$ cat config.mk
export PLATFORM = sky130hd
export DESIGN_NAME = psb_port_sampling
export DESIGN_NICKNAME = d
export VERILOG_FILES = /design/src/hw/psb_pkg.sv /design/src/hw/psb_port_sampling.sv
export SDC_FILE = /design/constraint.sdc
export NUM_CORES = 2
export LEC_CHECK = 0
export BUFFER_PORTS_ARGS = -buffer_cell sky130_fd_sc_hd__clkbuf_2
export CORE_AREA = 2 2 391 393
export DETAILED_ROUTE_END_ITERATION = 10
export DIE_AREA = 0 0 393 395
export SLEW_MARGIN = 5
export SYNTH_ARGS = -nofsm -noshare
export SYNTH_HDL_FRONTEND = slang
export SYNTH_SLANG_ARGS = --single-unit
export TNS_END_PERCENT = 1
$ cat constraint.sdc
create_clock -name aclk -period 2.64 [get_ports aclk]
set_input_delay 0.264 -clock aclk [delete_from_list [all_inputs] [get_ports aclk]]
set_output_delay 0.264 -clock aclk [all_outputs]
set_load 0.02 [all_outputs]
$ cat src/hw/psb_pkg.sv
package psb_pkg;
  localparam int NG = 2;
  localparam int PADS = 32;
  localparam int AW = 8;
  localparam logic [7:0] GROUP_STRIDE = 8'h80;
  localparam int GROUP_BIT = 7;
  localparam logic [6:0] OFS_LEVEL = 7'h20;
  localparam logic [6:0] OFS_POLICY = 7'h24;
  localparam logic [6:0] OFS_BULK = 7'h28;
  localparam logic [31:0] POLICY_RST = 32'h0000_0000;
  localparam logic [31:0] LEVEL_RST = 32'h0000_0000;
  localparam logic [7:0] SETUP_RST = 8'h00;
  localparam logic [3:0] FUNC_RST = 4'h0;
  localparam logic [3:0] FUNC_MAX = 4'h8;
  localparam int BIT_HALF = 31;
  localparam int BIT_APPLY_SETUP = 30;
  localparam int BIT_APPLY_FUNC = 28;
  localparam int FUNC_LSB = 24;
  localparam int BIT_STRONG = 22;
  localparam int BIT_RES = 18;
  localparam int BIT_RCV = 17;
  localparam int BIT_ROUTE = 16;
  localparam int MASK_LSB = 0;
  localparam int SET_STRONG = 6;
  localparam int SET_RES = 2;
  localparam int SET_RCV = 1;
  localparam int SET_ROUTE = 0;
  localparam logic [3:0] FULL_STRB = 4'hf;
  localparam logic [1:0] RESP_OKAY = 2'b00;
  localparam logic [1:0] RESP_SLVERR = 2'b10;
endpackage

$ cat src/hw/psb_port_sampling.sv
`timescale 1ns/1ps
// Contract
// RULE1 - each pad level bit follows the sampled pad: low gives 0, high 1
// RULE2 - capture policy bit 0 means on-demand sampling, 1 continuous sampling
// RULE3 - samplers switch per byte; any policy bit set runs whole byte
// RULE4 - bulk setup register is write-only and always reads zero
// RULE5 - byte or halfword writes to bulk setup register are ignored
// RULE6 - half select 0 targets pads 0..15, 1 targets pads 16..31
// RULE7 - apply pad setup loads drive, resistor, receiver, route into pads
// RULE8 - apply function select writes function code into selected pads
// RULE9 - function code field bits 27:24 supply the stored function value
// RULE10 - bits 18,17,16 give resistor, receiver and route enable values
// RULE11 - strong drive bit of bulk write loads drive strength of pads
// RULE12 - access guard blocks writes to capture policy and bulk setup
// RULE13 - each pad group has own registers at 0x80 address stride
// RULE14 - mask bits 15:0 pick pads of chosen half; 0 leaves unchanged
// RULE15 - function codes 0x0..0x8 select functions A..I; rest reserved
// RULE16 - setup byte: drive bit 6, resistor 2, receiver 1, route 0
// RULE17 - both apply bits update setup and function in one write
// RULE18 - capture policy resets to zero, all pads on-demand
module psb_port_sampling (
  input wire logic aclk,
  input wire logic aresetn,
  input wire logic ce,
  input wire logic [psb_pkg::AW-1:0] s_axi_awaddr,
  input wire logic s_axi_awvalid,
  output logic s_axi_awready,
  input wire logic [31:0] s_axi_wdata,
  input wire logic [3:0] s_axi_wstrb,
  input wire logic s_axi_wvalid,
  output logic s_axi_wready,
  output logic [1:0] s_axi_bresp,
  output logic s_axi_bvalid,
  input wire logic s_axi_bready,
  input wire logic [psb_pkg::AW-1:0] s_axi_araddr,
  input wire logic s_axi_arvalid,
  output logic s_axi_arready,
  output logic [31:0] s_axi_rdata,
  output logic [1:0] s_axi_rresp,
  output logic s_axi_rvalid,
  input wire logic s_axi_rready,
  input wire logic [psb_pkg::NG-1:0] access_guard,
  input wire logic [psb_pkg::NG*psb_pkg::PADS-1:0] pad_in,
  output logic [psb_pkg::NG*psb_pkg::PADS-1:0] pad_level,
  output logic [psb_pkg::NG*4-1:0] sampler_on,
  output logic [psb_pkg::NG*psb_pkg::PADS*8-1:0] pad_setup,
  output logic [psb_pkg::NG*psb_pkg::PADS*4-1:0] pad_function
);
  import psb_pkg::*;

  logic [NG*PADS-1:0] pad_meta;
  logic [NG*PADS-1:0] pad_sync;
  logic [NG*PADS-1:0] fresh;
  logic [31:0] policy [NG];
  logic aw_held;
  logic w_held;
  logic [AW-1:0] wr_addr;
  logic [31:0] wr_data;
  logic [3:0] wr_strb;
  logic do_write;
  logic next_aw_held;
  logic next_w_held;
  logic next_bvalid;
  logic rd_go;
  logic next_rvalid;
  logic wr_aligned;
  logic wr_hit_policy;
  logic wr_hit_bulk;
  logic wr_guarded;
  logic wr_ok_policy;
  logic wr_ok_bulk;
  logic rd_aligned;
  logic [6:0] rd_ofs;
  logic rd_level;
  logic [31:0] next_rdata;
  logic [1:0] next_rresp;
  logic [1:0] next_bresp;
  logic [7:0] bulk_setup;
  logic bulk_func_ok;
  logic [NG-1:0] wr_group;
  logic [NG-1:0] rd_group;

  // pads are asynchronous to aclk
  always_ff @(posedge aclk) begin
    if (!aresetn) begin
      pad_meta <= '0;
      pad_sync <= '0;
    end else if (ce) begin
      pad_meta <= pad_in;
      pad_sync <= pad_meta;
    end
  end

  // write channel: address and data taken in either order
  assign do_write = aw_held & w_held & ~s_axi_bvalid;
  assign next_aw_held = do_write ? 1'b0 :
    (aw_held | (s_axi_awvalid & s_axi_awready));
  assign next_w_held = do_write ? 1'b0 :
    (w_held | (s_axi_wvalid & s_axi_wready));
  assign next_bvalid = do_write | (s_axi_bvalid & ~s_axi_bready);

  always_ff @(posedge aclk) begin
    if (!aresetn) begin
      aw_held <= 1'b0;
      w_held <= 1'b0;
      wr_addr <= '0;
      wr_data <= '0;
      wr_strb <= '0;
    end else if (ce) begin
      aw_held <= next_aw_held;
      w_held <= next_w_held;
      if (s_axi_awvalid && s_axi_awready) begin
        wr_addr <= s_axi_awaddr;
      end
      if (s_axi_wvalid && s_axi_wready) begin
        wr_data <= s_axi_wdata;
        wr_strb <= s_axi_wstrb;
      end
    end
  end

  // ready drops while a word is held or an answer waits
  always_ff @(posedge aclk) begin
    if (!aresetn) begin
      s_axi_awready <= 1'b0;
      s_axi_wready <= 1'b0;
    end else if (ce) begin
      s_axi_awready <= ~next_aw_held & ~next_bvalid;
      s_axi_wready <= ~next_w_held & ~next_bvalid;
    end
  end

  // group picked by the stride bit, offset by the low bits
  assign wr_aligned = (wr_addr[1:0] == 2'b00); // RULE13
  assign wr_hit_policy = wr_aligned && (wr_addr[6:0] == OFS_POLICY);
  assign wr_hit_bulk = wr_aligned && (wr_addr[6:0] == OFS_BULK);
  assign wr_guarded = access_guard[wr_addr[GROUP_BIT]]; // RULE12
  assign wr_ok_policy = do_write & wr_hit_policy & ~wr_guarded; // RULE12
  // partial strobes must not leave pads half updated
  assign wr_ok_bulk = do_write & wr_hit_bulk & ~wr_guarded
    & (wr_strb == FULL_STRB); // RULE5

  // guarded or unmapped writes answer with an error
  always_comb begin
    next_bresp = RESP_SLVERR;
    if ((wr_hit_policy || wr_hit_bulk) && !wr_guarded) begin
      next_bresp = RESP_OKAY;
    end
  end

  // one decoded word feeds every selected pad on one edge
  always_comb begin
    bulk_setup = SETUP_RST; // RULE16
    bulk_setup[SET_STRONG] = wr_data[BIT_STRONG]; // RULE11
    bulk_setup[SET_RES] = wr_data[BIT_RES]; // RULE10
    bulk_setup[SET_RCV] = wr_data[BIT_RCV]; // RULE10
    bulk_setup[SET_ROUTE] = wr_data[BIT_ROUTE]; // RULE10
  end

  // reserved codes are dropped so a pad never routes nowhere
  assign bulk_func_ok = wr_data[BIT_APPLY_FUNC]
    && (wr_data[FUNC_LSB +: 4] <= FUNC_MAX); // RULE8 RULE15

  always_ff @(posedge aclk) begin
    if (!aresetn) begin
      s_axi_bvalid <= 1'b0;
      s_axi_bresp <= RESP_OKAY;
    end else if (ce) begin
      s_axi_bvalid <= next_bvalid;
      if (do_write) begin
        s_axi_bresp <= next_bresp;
      end
    end
  end

  // read channel
  assign rd_go = s_axi_arvalid & s_axi_arready;
  assign next_rvalid = rd_go | (s_axi_rvalid & ~s_axi_rready);
  assign rd_aligned = (s_axi_araddr[1:0] == 2'b00);
  assign rd_ofs = s_axi_araddr[6:0];
  assign rd_level = rd_go && rd_aligned && (rd_ofs == OFS_LEVEL);

  // unmapped offsets answer an error with zero data
  always_comb begin
    next_rdata = '0;
    next_rresp = RESP_OKAY;
    if (!rd_aligned) begin
      next_rresp = RESP_SLVERR;
    end else begin
      case (rd_ofs)
        OFS_LEVEL: begin
          // on-demand pads are sampled by this very read
          next_rdata = fresh[{s_axi_araddr[GROUP_BIT], 5'h0} +: 32]; // RULE2
        end
        OFS_POLICY: begin
          next_rdata = policy[s_axi_araddr[GROUP_BIT]];
        end
        OFS_BULK: begin
          next_rdata = '0; // RULE4
        end
        default: begin
          next_rresp = RESP_SLVERR;
        end
      endcase
    end
  end

  always_ff @(posedge aclk) begin
    if (!aresetn) begin
      s_axi_arready <= 1'b0;
      s_axi_rvalid <= 1'b0;
      s_axi_rdata <= '0;
      s_axi_rresp <= RESP_OKAY;
    end else if (ce) begin
      s_axi_arready <= ~next_rvalid;
      s_axi_rvalid <= next_rvalid;
      if (rd_go) begin
        s_axi_rresp <= next_rresp;
        s_axi_rdata <= next_rdata;
      end
    end
  end

  genvar g;
  genvar b;
  genvar p;
  generate
    for (g = 0; g < NG; g++) begin : grp
      logic [3:0] byte_on;

      assign wr_group[g] = (wr_addr[GROUP_BIT] == 1'(g)); // RULE13
      assign rd_group[g] = (s_axi_araddr[GROUP_BIT] == 1'(g)); // RULE13

      // byte strobes let software change one policy byte alone
      always_ff @(posedge aclk) begin
        if (!aresetn) begin
          policy[g] <= POLICY_RST; // RULE18
        end else if (ce && wr_ok_policy && wr_group[g]) begin
          for (int k = 0; k < 4; k++) begin
            if (wr_strb[k]) begin
              policy[g][k*8 +: 8] <= wr_data[k*8 +: 8];
            end
          end
        end
      end

      for (b = 0; b < 4; b++) begin : sub
        assign byte_on[b] = |policy[g][b*8 +: 8]; // RULE3

        // registered so the sampler switch sees no glitch
        always_ff @(posedge aclk) begin
          if (!aresetn) begin
            sampler_on[g*4+b] <= 1'b0;
          end else if (ce) begin
            sampler_on[g*4+b] <= byte_on[b]; // RULE3
          end
        end
      end

      for (p = 0; p < PADS; p++) begin : pad
        localparam int IDX = g*PADS + p;
        logic sel;
        logic rcv;

        assign rcv = pad_setup[IDX*8+SET_RCV];
        // a disabled receiver keeps its last level
        assign fresh[IDX] = rcv ? pad_sync[IDX] : pad_level[IDX]; // RULE1

        // continuous bytes follow every edge, on-demand ones only a read
        always_ff @(posedge aclk) begin
          if (!aresetn) begin
            pad_level[IDX] <= LEVEL_RST[p];
          end else if (ce && (byte_on[p/8] ||
              (rd_level && rd_group[g]))) begin
            pad_level[IDX] <= fresh[IDX]; // RULE1 RULE2 RULE3
          end
        end

        // half select and mask bit pick the pad
        assign sel = wr_ok_bulk && wr_group[g]
          && (wr_data[BIT_HALF] == 1'(p / 16)) // RULE6
          && wr_data[MASK_LSB + (p % 16)]; // RULE14

        // setup and function change on the same edge
        always_ff @(posedge aclk) begin
          if (!aresetn) begin
            pad_setup[IDX*8 +: 8] <= SETUP_RST;
          end else if (ce && sel && wr_data[BIT_APPLY_SETUP]) begin // RULE7
            pad_setup[IDX*8 +: 8] <= bulk_setup; // RULE17
          end
        end

        always_ff @(posedge aclk) begin
          if (!aresetn) begin
            pad_function[IDX*4 +: 4] <= FUNC_RST;
          end else if (ce && sel && bulk_func_ok) begin // RULE8
            pad_function[IDX*4 +: 4] <= wr_data[FUNC_LSB +: 4]; // RULE9 RULE17
          end
        end
      end
    end
  endgenerate

  // pad direction is not seen here, so policy covers every pad
endmodule

==> results by group <==
Worst setup path
  – CP cell instances: or4b_4, or4b_1, or3b_4, o21ai_1, buf_4
  – Critical path type: register to register
  – Critical path peak fanout: 8
  – Delay-heaviest family, CP: simple AND/OR/NAND/NOR gates
  – Critical Path Start: wr_addr[1]
  – Crit-path max cell delay: 0.60 ns
  – Crit end category: register
  – Bufs and invs on worst path: 1
  – Critical path arrival: 3.00 ns
  – Worst Setup Start Kind: register
  – Worst path slowest cell: or4b_1
  – R2R Path Start: wr_addr[1]
  – CP required: 3.07 ns

Outcome
  – Run status: finished clean

Global routing
  – Total routing usage reported by global routing: 0.2307
  – Vias in the first global route: 32.26k
  – Initial antenna violation count: 26
  – First-pass GRT wire length: 252400 um
  – Grt ovf: 0
  – Largest net degree at the start of global routing: 168

Synth
  – Mux share of post-synthesis cell area: 0.1596
  – Synth Area in Simple Gates: 0.1761
  – Cell Area, Synth: 37330 um^2
  – Compound-cell area share of the yosys netlist: 0.09606
  – Warnings, synthesis: 0
  – Syn Inst Count: 4049
  – Seq cells post-synth: 861
  – EDFF count, synth: 64
  – Synth cell types: 44
  – Largest family of logic cells by synthesized area: simple AND/OR/NAND/NOR gates
  – Post-Synth Adder-Cell Area: 0
  – Syn Area/Cell: 9.219 um^2
  – Async SR Flop Fraction: 0
  – Seq/Total Area, Yosys: 0.4789
  – XOR/XNOR share of the synthesized area: 0.0002346
  – Top FF cell, synth: dfxtp_1

Min path
  – Hold Crit Start: ce
  – Worst hold path type: input pin to register

Floorplan
  – Top Ports: 1007
  – Total die area: 155200 um^2
  – Core box area: 151200 um^2
  – Die H: 395 um
  – Initial core utilization: 0.2469
  – Die Wd: 393 um
  – Rows: 143

Routing
  – Vias/cell: 4.801
  – DR iter-0 viols: 2346
  – DRT Pass-1 Iters: 5
  – DR WL/cell: 26.50 um
  – # DRC: 0
  – Final WL: 186500 um
  – Vias: 33.79k
  – Final ANT Viol Nets: 0

Finish
  – Area Growth Syn to Fin: 28.98%
  – Most common cell after layout, fill and taps aside: dfxtp_1
  – Most frequent cells in the layout: dfxtp_1, clkbuf_2, nand2_1, mux2i_1, nand3_1
  – Layout Utilization: 0.3185
  – Share of cells above drive strength 1: 0.2556
  – Final #Nets: 5034
  – Final Cell Area: 48150 um^2

Clock tree
  – CTS tree: yes
  – Post-CTS Setup Bufs: 0
  – TritonCTS Sinks: 861
  – Max clock buf depth: 3
  – CTS clk-pin slew, worst paths: 0.06 ns
  – Root Driver: clkbuf_16
  – H-tree Lvls: 3
  – Clk_lat worst skew: 0.73 ns
  – CTS buffer count: 100

Timing
  – Hold Fails Final Rpt: 0
  – Tcrit/Tclk final: 0.9736
  – Slew margin rel.: 0.3144
  – Final min period: 2.570 ns
  – # setup viols final: 0
  – Final Max Tran Viols: 0
  – Worst Hold Slack: 0.1258 ns
  – F_max: 389.0 MHz
  – Unrepaired setup endpoints after global routing: yes
  – Worst-Margin Slew: 1.028 ns
  – Fin Clk Skew: 0.03751 ns
  – Worst setup margin: 0.06959 ns

Power and ir drop
  – VDD IR max: 0.0004790 V
  – P_leak: 21.03 nW
  – Power per Cell Area: 609.3 nW/um^2
  – Total power: 29.34 mW

Placed design
  – Placed cell area: 43520 um^2
  – Setup WS pre-CTS: 0.04898 ns
  – Input/output buffers: 748
  – GP Congestion: 0.8864
  – Detailed placement HPWL: 143500 um

Job
  – # Max-Cap Violations: 0
## state kept, by name (all words and copies together) (netlist names), 4 cells and up
| signal | cells |
|---|---|
| sampler_on | 8 |
| pad_setup | 256 |
| pad_level | 64 |
| pad_function | 256 |
| policy | 64 |
| pad_meta | 64 |
| wr_strb | 4 |
| pad_sync | 64 |
| wr_data | 32 |
| wr_addr | 8 |
| s_axi_rdata | 32 |
## cells by family (layout without fill, tap and decap cells)
kind of cell	count (synthesis)	after routing
other	1	273
multiplexers	547	547
AND/OR/NAND/NOR	1341	1341
flip-flops	861	861
buffers and inverters	609	1295
AO/OA/AOI/OAI	689	689
XOR/XNOR	1	1
## power by group
group | switching, mW | internal [mW]
sequential | 0.146 | 13.3
clock | 6.02 | 8.25
combinational | 1.14 | 0.480
## worst reg2reg max path, stage by stage, from the launching register on
cell	delay, ns
dfxtp_1	0.32
or4b_4	0.54
or4b_1	0.60
or3b_4	0.46
o21ai_1	0.18
buf_4	0.20
## worst paths after layout
kind         slack [ns]               to  cells past startpoint
max                0.07    policy[0][16]                      5
min                0.13          aw_held                      5
max reg2reg        0.07    policy[0][16]                      5
min reg2reg        0.46  pad_function[3]                      2
## per-stage QoR
step | TNS [ns] | instances
3_3_place_gp | 0 | 6714
4_1_cts | 0 | 7022
2_1_floorplan | -2.181 | 4306
6_report | 0 | 7037
5_1_grt | -0.01050 | 7029
3_5_place_dp | 0 | 6714
## cell type report
cell class | count | area (um^2)
fillers | 15821 | 103000
flip-flops and latches | 861 | 17890
multi-input cells | 2836 | 17160
repair buffers | 1099 | 7108
clock buffers | 142 | 2927
well taps | 2030 | 2540
clock inverters | 44 | 440.4
inverters | 10 | 45.04
diodes | 15 | 37.54
## per-layer routing
metal | vias up | wire, um | GRT usage
met5 | - | 66 | 0
met4 | 12 | 10940 | 0.1252
met3 | 314 | 14010 | 0.06033
met2 | 1369 | 91530 | 0.3972
met1 | 16571 | 69960 | 0.2582
li1 | 15520 | - | -
## synthesized netlist by cell type, types with 64 or more instances
| master | number | share of area |
|---|---|---|
| a21oi_1 | 322 | 0.043 |
| and2_1 | 64 | 0.011 |
| buf_4 | 262 | 0.053 |
| clkbuf_1 | 270 | 0.027 |
| dfxtp_1 | 797 | 0.43 |
| edfxtp_1 | 64 | 0.051 |
| mux2_2 | 65 | 0.020 |
| mux2i_1 | 450 | 0.12 |
| nand2_1 | 503 | 0.051 |
| nand3_1 | 329 | 0.044 |
| nand4_1 | 81 | 0.014 |
| nor2_1 | 148 | 0.015 |
| nor4_1 | 85 | 0.014 |
| o21ai_0 | 316 | 0.042 |
## what timing repair did
action	CTS	global route
gates resized for setup	0	2
endpoints found under the hold margin	125	0
setup endpoints to repair	0	32
hold buffers	122	0
Power figures use the tool's default switching activity.
